**src/exc_unit_consts.vh**
```
// Constants for the interrupt acknowledge and trap logic.
`ifndef EXC_UNIT_CONSTS_VH
`define EXC_UNIT_CONSTS_VH
`define FC_INT_ACK        3'h7
`define IRQ_IDLE_N        3'h7
`define VEC_BUS_ERROR     8'h02
`define VEC_ILLEGAL       8'h04
`define VEC_ZERO_DIVIDE   8'h05
`define VEC_BOUNDS        8'h06
`define VEC_OVERFLOW      8'h07
`define VEC_LINE_1010     8'h0a
`define VEC_LINE_1111     8'h0b
`define VEC_UNINIT        8'h0f
`define VEC_SPURIOUS      8'h18
`define VEC_AUTO_BASE     8'h18
`define VEC_SYSCALL_BASE  8'h20
`define OP_ILLEGAL_A      16'h4afa
`define OP_ILLEGAL_B      16'h4afb
`define OP_ILLEGAL_C      16'h4afc
`define OP_SYSCALL_MASK   16'hfff0
`define OP_SYSCALL_BITS   16'h4e40
`define LINE_1010         4'ha
`define LINE_1111         4'hf
`endif

```
**src/exc_unit.v**
```verilog
// Interrupt acknowledge sequencer and instruction trap detector.
`timescale 1ns/1ps
`default_nettype none
`include "exc_unit_consts.vh"

module exc_unit
(
  // Clock and reset
  input  wire        ref_clk,
  input  wire        rst_n,
  // Interrupt request pins, active low level
  input  wire [2:0]  irq_level_n,
  // Core status
  input  wire [2:0]  int_mask,
  input  wire        insn_done,
  // Bus answers from outside, active low
  input  wire        transfer_acknowledge_in_n,
  input  wire        peripheral_address_valid_n,
  input  wire        bus_error_n,
  input  wire [15:0] data_in,
  // Instruction check inputs, same clock domain
  input  wire        insn_valid,
  input  wire [15:0] insn_word,
  input  wire        insn_legal,
  input  wire        overflow_exception_op,
  input  wire        overflow_flag,
  input  wire        bounds_check_op,
  input  wire        bounds_violated,
  input  wire        signed_divide_op,
  input  wire        unsigned_divide_op,
  input  wire        divisor_zero,
  // Acknowledge bus outputs
  output reg  [2:0]  addr_level,
  output reg  [2:0]  function_code,
  output reg         address_strobe_n,
  output reg         upper_byte_strobe_n,
  output reg         lower_byte_strobe_n,
  // Exception result
  output reg         exc_valid,
  output reg  [7:0]  exc_vector,
  output reg  [2:0]  new_mask
);

  // Acknowledge sequencer states, one bus step each.
  localparam [2:0] ST_IDLE  = 3'h0;
  localparam [2:0] ST_AS    = 3'h1;
  localparam [2:0] ST_DS    = 3'h2;
  localparam [2:0] ST_WAIT  = 3'h3;
  localparam [2:0] ST_DSOFF = 3'h4;
  localparam [2:0] ST_ASOFF = 3'h5;
  localparam [2:0] ST_LATCH = 3'h6;

  ////////////////////////////////////////////////////////////////////////////
  // Pin synchronisers. Stage one feeds stage two only.
  reg [2:0] irq_s1_q;
  reg [2:0] irq_s2_q;
  // The third stage only remembers the previous synchronised level for the steadiness test.
  reg [2:0] irq_s3_q;
  reg       ack_s1_q;
  reg       ack_s2_q;
  reg       vpa_s1_q;
  reg       vpa_s2_q;
  reg       berr_s1_q;
  reg       berr_s2_q;
  reg [7:0] data_s1_q;
  reg [7:0] data_s2_q;

  // Reset values match released pins, so no false request or answer follows reset.
  always @(posedge ref_clk or negedge rst_n)
  begin
    if (!rst_n)
    begin
      irq_s1_q  <= `IRQ_IDLE_N;
      irq_s2_q  <= `IRQ_IDLE_N;
      irq_s3_q  <= `IRQ_IDLE_N;
      ack_s1_q  <= 1'b1;
      ack_s2_q  <= 1'b1;
      vpa_s1_q  <= 1'b1;
      vpa_s2_q  <= 1'b1;
      berr_s1_q <= 1'b1;
      berr_s2_q <= 1'b1;
      data_s1_q <= 8'h00;
      data_s2_q <= 8'h00;
    end
    else
    begin
      irq_s1_q  <= irq_level_n;
      irq_s2_q  <= irq_s1_q;
      irq_s3_q  <= irq_s2_q;
      ack_s1_q  <= transfer_acknowledge_in_n;
      ack_s2_q  <= ack_s1_q;
      vpa_s1_q  <= peripheral_address_valid_n;
      vpa_s2_q  <= vpa_s1_q;
      berr_s1_q <= bus_error_n;
      berr_s2_q <= berr_s1_q;
      // Upper data byte ignored during vector fetch.
      // low byte only
      data_s1_q <= data_in[7:0];
      data_s2_q <= data_s1_q;
    end
  end

  ////////////////////////////////////////////////////////////////////////////
  // Interrupt level qualification.
  // Each level pin crosses on its own, so a level change can pass through a
  // code that was never requested; a level counts only once two synchronised
  // samples agree, which costs one cycle of grant latency.
  wire       level_steady = (irq_s2_q == irq_s3_q);
  wire [2:0] req_level    = level_steady ? ~irq_s2_q : 3'h0;

  ////////////////////////////////////////////////////////////////////////////
  // Trap decoding.

  function [8:0] trap_decode;
    input [15:0] w;
    input        legal;
    input        ov_op;
    input        ov;
    input        bc_op;
    input        bc;
    input        ds_op;
    input        du_op;
    input        dz;
    begin
      trap_decode = 9'h000;
      // The order of the checks sets the priority when one word matches several.
      // unimplemented lines
      if (w[15:12] == `LINE_1010)
        trap_decode = {1'b1, `VEC_LINE_1010};
      else if (w[15:12] == `LINE_1111)
        trap_decode = {1'b1, `VEC_LINE_1111};
      else if (w == `OP_ILLEGAL_A || w == `OP_ILLEGAL_B || w == `OP_ILLEGAL_C)
        trap_decode = {1'b1, `VEC_ILLEGAL};
      else if (!legal)
        trap_decode = {1'b1, `VEC_ILLEGAL};
      else if ((w & `OP_SYSCALL_MASK) == `OP_SYSCALL_BITS)
        trap_decode = {1'b1, `VEC_SYSCALL_BASE + {4'h0, w[3:0]}};
      else if ((ds_op || du_op) && dz)
        trap_decode = {1'b1, `VEC_ZERO_DIVIDE};
      else if (bc_op && bc)
        trap_decode = {1'b1, `VEC_BOUNDS};
      else if (ov_op && ov)
        trap_decode = {1'b1, `VEC_OVERFLOW};
    end
  endfunction

  // Bit 8 flags a trap and bits 7:0 carry its vector.
  wire [8:0] trap = trap_decode(insn_word,
                                insn_legal,
                                overflow_exception_op,
                                overflow_flag,
                                bounds_check_op,
                                bounds_violated,
                                signed_divide_op,
                                unsigned_divide_op,
                                divisor_zero);

  ////////////////////////////////////////////////////////////////////////////
  // Acknowledge sequencer.
  reg [2:0] state_q;
  reg [2:0] level_q;

  // A slow responder may keep its answer low after the strobes drop. A new
  // acknowledge waits until all answers are released, so it cannot take the
  // previous cycle's answer as its own.
  wire       answers_idle = ack_s2_q && berr_s2_q && vpa_s2_q;

  always @(posedge ref_clk or negedge rst_n)
  begin
    if (!rst_n)
    begin
      state_q             <= ST_IDLE;
      level_q             <= 3'h0;
      addr_level          <= 3'h0;
      function_code       <= 3'h0;
      address_strobe_n    <= 1'b1;
      upper_byte_strobe_n <= 1'b1;
      lower_byte_strobe_n <= 1'b1;
      exc_valid           <= 1'b0;
      exc_vector          <= 8'h00;
      new_mask            <= 3'h0;
    end
    else
    begin
      // Pulse output: low unless a branch below ends an exception this cycle.
      exc_valid <= 1'b0;
      case (state_q)
        ST_IDLE:
        begin
          // Level 7 is not maskable; equal levels are otherwise held off.
          // mask compare at boundary
          if (insn_done && answers_idle && req_level != 3'h0
              && (req_level > int_mask || req_level == 3'h7))
          begin
            level_q <= req_level;
            addr_level <= req_level;
            function_code <= `FC_INT_ACK;
            state_q <= ST_AS;
          end
          else if (insn_valid && trap[8])
          begin
            // Traps keep the current mask.
            exc_valid  <= 1'b1;
            exc_vector <= trap[7:0];
            new_mask   <= int_mask;
          end
        end
        ST_AS:
        begin
          address_strobe_n <= 1'b0;
          state_q          <= ST_DS;
        end
        ST_DS:
        begin
          upper_byte_strobe_n <= 1'b0;
          lower_byte_strobe_n <= 1'b0;
          state_q             <= ST_WAIT;
        end
        ST_WAIT:
        begin
          // With no answer at all the sequence waits here until bus error arrives.
          // Bus error wins over an autovector or vector answer seen in the same cycle.
          // spurious vector
          if (!berr_s2_q)
          begin
            exc_vector <= `VEC_SPURIOUS;
            state_q    <= ST_DSOFF;
          end
          // Autovector: the vector follows from the granted level and no data is read.
          else if (!vpa_s2_q)
          begin
            exc_vector <= `VEC_AUTO_BASE + {5'h00, level_q};
            state_q    <= ST_DSOFF;
          end
          else if (!ack_s2_q)
          begin
            // acquire vector, vector 15 passes as given
            state_q <= ST_LATCH;
          end
        end
        ST_LATCH:
        begin
          // The byte is read one cycle after the acknowledge was seen, so data that
          // changed together with the acknowledge has settled through both stages.
          // latch vector
          exc_vector <= data_s2_q;
          state_q    <= ST_DSOFF;
        end
        ST_DSOFF:
        begin
          upper_byte_strobe_n <= 1'b1;
          lower_byte_strobe_n <= 1'b1;
          state_q             <= ST_ASOFF;
        end
        ST_ASOFF:
        begin
          // The granted level becomes the mask, so equal levels stay held off.
          // address strobe last
          address_strobe_n <= 1'b1;
          function_code    <= 3'h0;
          addr_level       <= 3'h0;
          exc_valid        <= 1'b1;
          new_mask         <= level_q;
          state_q          <= ST_IDLE;
        end
        default:
        begin
          // Unused codes release the bus and return to idle rather than lock up.
          address_strobe_n    <= 1'b1;
          upper_byte_strobe_n <= 1'b1;
          lower_byte_strobe_n <= 1'b1;
          function_code       <= 3'h0;
          addr_level          <= 3'h0;
          state_q             <= ST_IDLE;
        end
      endcase
    end
  end

endmodule // exc_unit
`default_nettype wire

```
**config.mk**
```make
export PLATFORM = sky130hd
export DESIGN_NAME = exc_unit
export DESIGN_NICKNAME = d
export VERILOG_FILES = /design/src/exc_unit.v
export VERILOG_INCLUDE_DIRS = /design/src
export SDC_FILE = /design/constraint.sdc
export NUM_CORES = 1
export LEC_CHECK = 0
export ABC_AREA = 1
export BUFFER_PORTS_ARGS = -buffer_cell sky130_fd_sc_hd__buf_2
export CAP_MARGIN = 10
export CORE_ASPECT_RATIO = 0.5
export CORE_MARGIN = 5
export CORE_UTILIZATION = 51
export CTS_CLUSTER_DIAMETER = 150
export DETAILED_ROUTE_END_ITERATION = 8
export PLACE_DENSITY = 0.79
export SYNTH_ARGS = -nofsm -noshare
export SYNTH_HDL_FRONTEND = slang
export SYNTH_SLANG_ARGS = --single-unit
```
**constraint.sdc**
```tcl
create_clock -name ref_clk -period 2.7 [get_ports ref_clk]
set_input_delay 0.135 -clock ref_clk [delete_from_list [all_inputs] [get_ports ref_clk]]
set_output_delay 0.135 -clock ref_clk [all_outputs]
set_load 0.02 [all_outputs]
```
Yosys cells after proc, flatten, opt, wreduce, memory -nomap -nowiden. Index checks and enable logic that the tools add are counted.

Bits of input ports: 53. Flip-flop bits (word level): 57. Output and inout bits: 21.

Equality and inequality tests: 19. Bitwise operators: 2. $lt $le $gt $ge: 1. Mux-type cells: 31. Add/sub/neg operators: 2. Reductions and logical operators: 25.

Operators with widths (count): $mux W9 (8); $eq A16 B15 Y1 const B (3); $mux W8 (4); $mux W3 (9); $pmux W8 S3 (1); $pmux W3 S2 (3); $pmux W3 S6 (1); $reduce_or A5 Y1 (3); $eq A12 B11 Y1 const B (1); $eq A3 B3 Y1 const B (4); $logic_and A1 B1 Y1 (9); $eq A4 B4 Y1 const B (2); $add A6 B4 Y7 const A (1); $add A5 B3 Y6 const A (1); $eq A3 B2 Y1 const B (2); $ne A2 B2 Y1 const B (3); $pmux W1 S2 (3); $reduce_and A2 Y1 (3); $reduce_bool A3 Y1 (2); $logic_or A1 B1 Y1 (4); $ne A4 B4 Y1 const B (1); $reduce_and A4 Y1 (1); $eq A3 B1 Y1 const B (1); $eq A3 B3 Y1 (1); 8 further kinds (9).

Logic depth before layout (Yosys ltp). Gate-level depths: netlist of the first run.

Word-level depth: 13. Mapped depth: 16.

Least setup slack after synthesis of the first run. Ideal clock, no wire load.

Path type: reg-to-reg. Start point: reg irq_s2_q[2]. End point: reg level_q[0]. Required time: 2.578 ns. Clock period less this slack: 2.172 ns. Arrival time: 2.049 ns. Cell stages (with the launch flop): 15. Library setup time: 0.122 ns. Path slack: 0.528 ns. Cell sequence: dfstp_2 -> nand2_1 -> nand2_1 -> nand2_1 -> nor2_4 -> inv_1 -> nor2_1 -> ha_1 -> a21o_1 -> o21ai_0 -> o21ai_2 -> nand3_4 -> clkinv_2 -> nand3_1 -> o21ai_1.

Longest elaborated chain between the ends: 6.

Ends and longest elaborated chain: start, declared (line exc_unit.v:56) `reg [2:0] irq_s2_q;`; start signal, assigned (line exc_unit.v:74) `` irq_s2_q <= `IRQ_IDLE_N; ``; start signal, assigned (line exc_unit.v:88) `irq_s2_q <= irq_s1_q;`; $eq A3 B3 Y1 / $not A3 Y3 (equally long branches) (line exc_unit.v:108, exc_unit.v:109); $mux W3 * (line exc_unit.v:109) `wire [2:0] req_level = level_steady ? ~irq_s2_q : 3'h0;`; net req_level[2] (line exc_unit.v:109); $gt A3 B3 Y1, or another cell as far along (line exc_unit.v:193) `&& (req_level > int_mask || req_level == 3'h7))`; $logic_or A1 B1 Y1 / $logic_and A1 B1 Y1 (equally long branches) (line exc_unit.v:193, exc_unit.v:192); $logic_and A1 B1 Y1 * (line exc_unit.v:193); $reduce_and A2 Y1 (no source line) *; end signal, assigned (line exc_unit.v:195) `level_q <= req_level;`; end, declared (line exc_unit.v:161) `reg [2:0] level_q;`.

The timed path passes the listed nets; every way through them passes the cells marked *. A chain may end at the register's enable or synchronous reset.

Worst setup path after layout of the first run.
Start point: reg irq_s2_q[2]. End point: reg new_mask[0].

Longest elaborated chain between the ends: 7.

Ends and longest elaborated chain: $eq A3 B3 Y1 / $not A3 Y3 (equally long branches) (line exc_unit.v:108, exc_unit.v:109); $mux W3 * (line exc_unit.v:109); net req_level[2] (line exc_unit.v:109); $gt A3 B3 Y1, or another cell as far along (line exc_unit.v:193); $logic_or A1 B1 Y1 / $logic_and A1 B1 Y1 (equally long branches) (line exc_unit.v:193, exc_unit.v:192); $logic_and A1 B1 Y1 * (line exc_unit.v:193); $ne A2 B2 Y1 (no source line) *; $reduce_and A3 Y1 (no source line) *; end signal, assigned (line exc_unit.v:205) `new_mask <= int_mask;`; end signal, assigned (line exc_unit.v:263) `new_mask <= level_q;`; end, declared (line exc_unit.v:41) `output reg [2:0] new_mask`.

Marked as above.

==> results of run 1 <==
[where the power goes]
part           total [W]  internal [W]  switching (W)
Sequential       0.00108      0.000982      0.0000952
Clock           0.000489      0.000216       0.000272
Combinational   0.000869      0.000296       0.000572
[cells in the final DEF (no fill, tap or decap), types with 10 or more instances in the layout]
master	instances
buf_2	65
dfrtp_1	38
dfstp_2	17
dlygate4sd3_1	15
inv_1	37
nand2_1	99
nand3_1	26
nor2_1	28
o21ai_0	10
[sequential cells by signal, summed over array words and instances, names as in the netlist, 3 cells and up]
signal	cells
irq_s1_q	3
irq_s2_q	3
level_q	3
exc_vector	8
addr_level	3
data_s1_q	8
state_q	3
new_mask	3
data_s2_q	8
irq_s3_q	3
[worst min-delay path: stages]
cell     delay, ns
buf_2         0.09
nand2_1       0.04
o21ai_0       0.07
nand4_1       0.10
nand2_1       0.07
[synthesized netlist by cell type]
master	instances
clkbuf_1	1
a21o_1	1
a21oi_2	1
clkinv_2	1
o31ai_1	1
nand4_1	8
nand2_4	1
inv_1	37
inv_2	5
nand2_1	99
o21ai_0	11
nor2_1	28
o31ai_2	1
a31oi_1	2
o21ai_2	1
nand3_2	1
or2_2	1
dfstp_2	17
and2_1	1
nand3_4	2
buf_6	1
nor2_4	3
o21bai_2	1
a21oi_1	2
nand3_1	26
dfrtp_1	38
nand2_2	1
o21ai_1	7
ha_1	3
buf_4	3
xor2_1	1
[logic make-up (layout without fill, tap and decap cells)]
family,Yosys count,in the layout,synth area share
XOR/XNOR,1,1,0.00340
AND/OR/NAND/NOR,171,171,0.297
adder cells (fa/ha/maj),3,3,0.0146
flip-flops,55,55,0.542
buffers and inverters,48,135,0.0776
AO/OA/AOI/OAI,28,28,0.0655
[per-stage QoR]
| stage | hold slack [ns] | total power, W | util | cell area [sq um] |
|---|---|---|---|---|
| after global placement | 0.242 | 0.00190 | 0.602 | 2950 |
| after detailed placement | 0.241 | 0.00194 | 0.602 | 2950 |
| after CTS | 0.0811 | 0.00244 | 0.651 | 3200 |
| after floorplan | -0.161 | 0.00167 | - | 2580 |
| after global routing | 0.239 | 0.00260 | 0.662 | 3250 |
| final | 0.223 | 0.00243 | 0.662 | 3250 |
[layout make-up]
| type | count | share of cell area |
|---|---|---|
| clock inverter | 2 | 0.00616 |
| clock buffer | 6 | 0.0254 |
| sequential | 55 | 0.430 |
| timing repair buffer | 84 | 0.159 |
| tap | 70 | 0.0270 |
| multi-input combinational | 203 | 0.302 |
| inverter | 43 | 0.0501 |
[worst max-delay path by stage]
stage                 from     endpoint  depth (start not counted)
2_1_floorplan  irq_s2_q[2]   level_q[0]                         14
3_3_place_gp   irq_s2_q[2]   level_q[0]                         14
3_5_place_dp   irq_s2_q[2]   level_q[0]                         14
4_1_cts        irq_s2_q[2]   level_q[0]                         14
5_1_grt        irq_s2_q[1]  new_mask[0]                         14
6_report       irq_s2_q[2]  new_mask[0]                         14
[layer usage]
metal  vias to the layer above  global-route usage  wire length, microns
met3                         3              0.0354                   379
met2                        76               0.300                  2580
met1                       988               0.216                  2470
met5                         -                   0                     0
li1                       1135                   -                     -
met4                         0              0.0561                    32
[timing repair]
| item | in CTS | in global routing |
|---|---|---|
| hold endpoints to repair | 14 | 23 |
| hold buffers | 14 | 1 |
| buffers inserted | 0 | 3 |
| resized for setup | 0 | 1 |
| setup endpoints to repair | 0 | 17 |
==> reports/summary.txt, run 1 <==
WS Path Type: reg2reg
Hold Path End: new_mask[0]
footprint of the multi-input gates: 981 sq um
Peak Freq: 421 MHz
Vias: 2,202
post-layout net count: 448
FF-to-FF path depth: 14
reported max-cap violation count: 0
register area: 1400 sq um
GRT overflow: 0
io pins: 74
post-layout min period: 2.38 ns
Worst Tran Pin Value: 0.612 ns
Rel. slew slack: 0.592
Placer Congestion: 0.873
critical path endpoint category: flip-flop
Slowest cell on crit path: dfstp_2
post-route ant nets: 0
Worst-path clk slew: 0.10 ns
worst-path maximum fanout: 4
H-tree lvl count: 2
die width: 111 microns
CP required: 2.91 ns
area leader, netlist: dfrtp_1
Synth Net Count: 362
Detailed Routing Iterations Pass 1: 4
Layout area overhead: 26.0%
Inst Count DP: 436
CTS tree: yes
clk_skew: 0.00370 ns
Initial Util: 0.525
period utilization: 0.880
core area: 4910 sq um
CP Buf/Inv Count: 1
Cell Count, Final, Fillers Out: 463
Hold Startpoint: int_mask[0]
# rows: 18
Sink Count: 55
WP data arrival: 2.58 ns
pwr/cell area: 749 nW/um^2
Finish-stage setup viols: 0
Critical Path Source Type: flip-flop
Mapped Area: 2580 sq um
static leakage: 1.78 nW
Synth Register Bits: 55
CTS max path bufs: 2
ant diodes: 0
PortBufs: 65
CP max stage delay: 0.58 ns
Worst path most repeated cell: nand2_1
global-route wire length before repair: 9220 microns
post-DP HPWL: 4190 microns
die footprint: 6660 sq um
share of layout cells above drive strength 1: 0.288
Yosys cell types: 31
die height: 60.3 microns
RSZ-0062 raised after global routing: no
Hold Crit Class: in2reg
per-cell routed wire length: 11.8 microns
routed wire length: 5470 microns
pin count of the biggest net entering global routing: 56
Tot GR Track Use: 0.170
critical-path cell list: nand2_1 -> nand2_1 -> nand2_1 -> nor2_4 -> inv_1 -> nor2_1 -> ha_1 -> a21o_1 -> o21ai_1 -> o21ai_2 -> nand2_1 -> nand3_1 -> nand3_1 -> nand2_1
Root Driver: clkbuf_8
number of global-route vias before repair: 2,115
Synth Instances: 306
VDD IR max: 0.387 mV
flop-to-flop setup slack: 0.32 ns
reg2reg end: new_mask[0]
setup TNS: 0 ns
DP Worst Slack: 0.195 ns
Fin. Hold Viols: 0
final worst slack: 0.325 ns
status: complete, no violations
via density per instance: 4.76
total CTS buffers: 5
Hold Crit Depth: 5
top-area cell type share of the netlist area: 0.369
DRC viols: 0
DRT iter0 DRCs: 242
r2r startpoint: irq_s2_q[2]
Seq/Total Area, Yosys: 0.542
antenna violations before repair: 0
Mean Syn Cell Area: 8.43 sq um
Synth area leaders: dfrtp_1 (37%), dfstp_2 (17%), nand2_1 (14%)
Worst-Skew Late Latency: 0.31 ns
Yosys Warn Count: 0
Final Max Slew Viols: 0
Top delay family on crit path: simple AND/OR/NAND/NOR gates
fill cell count: 423
Note: power is estimated with default switching activity, not from simulation.
==> run 2: changes to the inputs <==
- RECOVER_POWER: not set -> 50
==> reports/summary.txt, run 2 (synthesized netlist as in run 1, its figures left out) <==
status: complete, no violations
H-tree lvl count: 2 (unchanged)
met3 WL: 385 microns (+1.6%)
Critical path origin: irq_s2_q[2]
Placer Congestion: 0.873 (unchanged)
crit path to: new_mask[0]
Critical Path Source Type: flip-flop
CP max stage delay: 0.60 ns (+0.02 ns)
post-route ant nets: 0 (unchanged)
CTS max path bufs: 2 (unchanged)
core area: 4910 sq um (unchanged)
fill cell count: 428 (+1.2%)
Root Driver: clkbuf_8
Final Max Slew Viols: 0 (unchanged)
Inst Count DP: 436 (unchanged)
pin count of the biggest net entering global routing: 56 (unchanged)
WS Path Type: reg2reg
clk_skew: 0.00141 ns (-0.00228 ns)
post-layout net count: 448 (unchanged)
critical path endpoint category: flip-flop
cell depth of the worst setup path: 14 (unchanged)
VDD IR max: 0.387 mV (-0.16%)
critical-path cell list: nand2_1 -> nand2_1 -> nand2_1 -> nor2_4 -> inv_1 -> nor2_1 -> ha_1 -> a21o_1 -> o21ai_1 -> o21ai_2 -> nand2_1 -> nand3_1 -> nand3_1 -> nand2_1
die width: 111 microns (unchanged)
post-DP HPWL: 4190 microns (unchanged)
Worst-path clk slew: 0.10 ns (about the same)
Finish-stage setup viols: 0 (unchanged)
Rel. slew slack: 0.0268 (-0.565)
period utilization: 0.895 (+0.0153)
final design utilization: 0.660 (-0.00204)
per-cell routed wire length: 11.8 microns (-0.15%)
Worst path most repeated cell: nand2_1
routed wire length: 5460 microns (-0.15%)
CP required: 2.91 ns (about the same)
Sink Count: 55 (unchanged)
Hold Crit Depth: 5 (unchanged)
number of global-route vias before repair: 2,115 (unchanged)
Initial Util: 0.525 (unchanged)
total power: 0.00242 W (-0.53%)
highest metal used: met4
r2r startpoint: irq_s2_q[2]
WP data arrival: 2.63 ns (+0.05 ns)
total CTS buffers: 5 (unchanged)
Peak Freq: 414 MHz (-1.7%)
Layout area overhead: 25.6%
post-layout min period: 2.42 ns (+0.0413 ns)
RSZ-0062 raised after global routing: no
Hold Startpoint: int_mask[0]
Fin. Hold Viols: 0 (unchanged)
Detailed Routing Iterations Pass 1: 4 (unchanged)
flop-to-flop setup slack: 0.28 ns (-0.04 ns)
reported max-cap violation count: 0 (unchanged)
via density per instance: 4.74 (-0.27%)
Slowest cell on crit path: dfstp_1
ant diodes: 0 (unchanged)
worst-path maximum fanout: 4 (unchanged)
Worst-Skew Late Latency: 0.31 ns (about the same)
PortBufs: 65 (unchanged)
static leakage: 1.75 nW (-1.7%)
Tot GR Track Use: 0.170 (unchanged)
leading cell types in the layout, fill and taps excluded: nand2_1 (99), buf_2 (57), inv_1 (39)
antenna violations before repair: 0 (unchanged)
FF-to-FF path depth: 14 (unchanged)
CTS tree: yes
Hold Crit Class: in2reg
share of layout cells above drive strength 1: 0.257 (-0.0305)
DRT iter0 DRCs: 199 (-18%)
Worst Tran Pin Value: 1.46 ns (+0.848 ns)
Largest regs: data_s1_q (8), data_s2_q (8), exc_vector (8)
# rows: 18 (unchanged)
Vias: 2,196 (-0.27%)
commonest non-fill, non-tap cell in the layout: nand2_1
Top delay family on crit path: simple AND/OR/NAND/NOR gates
io pins: 74 (unchanged)
CP Buf/Inv Count: 1 (unchanged)
global-route wire length before repair: 9220 microns (unchanged)
DRC viols: 0 (unchanged)
Cell Count, Final, Fillers Out: 463 (unchanged)
die height: 60.3 microns (unchanged)
Metal-1 WL: 2440 microns (-1.3%)
die footprint: 6660 sq um (unchanged)
pwr/cell area: 748 nW/um^2 (-0.22%)
GRT overflow: 0 (unchanged)
setup TNS: 0 ns (unchanged)
reg2reg end: new_mask[0]
met2 WL post-DR: 2600 microns (+0.66%)
run 2: final cells by class:
cell class | count | area [sq um] | share of cell area
Timing Repair Buffer | 84 | 508 | 0.157
Sequential cell | 55 | 1400 | 0.431
Inverter | 43 | 163 | 0.0502
Clock inverter | 2 | 20.0 | 0.00618
Multi-Input combinational cell | 203 | 981 | 0.303
Clock buffer | 6 | 82.6 | 0.0255
Tap cell | 70 | 87.6 | 0.0270
run 2: routing by layer:
layer,up-vias,GRT usage
met2,76,0.300
li1,1133,-
met3,3,0.0354
met1,984,0.216
met4,0,0.0561
met5,-,0
run 2: worst min path at each step:
stage                          endpoint  slack, ns
after floorplan           addr_level[0]      -0.16
after global placement         ack_s1_q       0.24
after detailed placement    irq_s1_q[2]       0.24
after CTS                  data_s2_q[1]       0.08
after global routing        new_mask[0]       0.24
final                       new_mask[0]       0.22
run 2: repair_timing:
| action | in CTS | in global routing |
|---|---|---|
| buffers inserted | 0 | 3 |
| hold buffers | 14 | 1 |
| endpoints found under the setup margin | 0 | 17 |
| resized for setup | 0 | 1 |
| endpoints found under the hold margin | 14 | 23 |
run 2: metrics by stage:
step	area [sq um]	hold WS (ns)	worst slack, ns
2_1_floorplan	2580	-0.161	0.528
3_3_place_gp	2950	0.242	0.297
3_5_place_dp	2950	0.241	0.195
4_1_cts	3200	0.0811	0.172
5_1_grt	3240	0.239	0.0335
6_report	3240	0.223	0.283
run 2: worst register-to-register path, stage by stage, from the launching register on:
cell	delay [ns]
dfstp_1	0.60
nand2_1	0.07
nand2_1	0.09
nand2_1	0.09
nor2_4	0.12
inv_1	0.06
nor2_1	0.15
ha_1	0.28
a21o_1	0.17
o21ai_1	0.15
o21ai_2	0.11
nand2_1	0.11
nand3_1	0.15
nand3_1	0.11
nand2_1	0.07
run 2: where the power goes:
part	total, W	internal, W	switching (W)
combinational	0.000859	0.000285	0.000574
clock	0.000489	0.000216	0.000272
sequential	0.00107	0.000982	0.0000928
total	0.00242	0.00148	0.000939
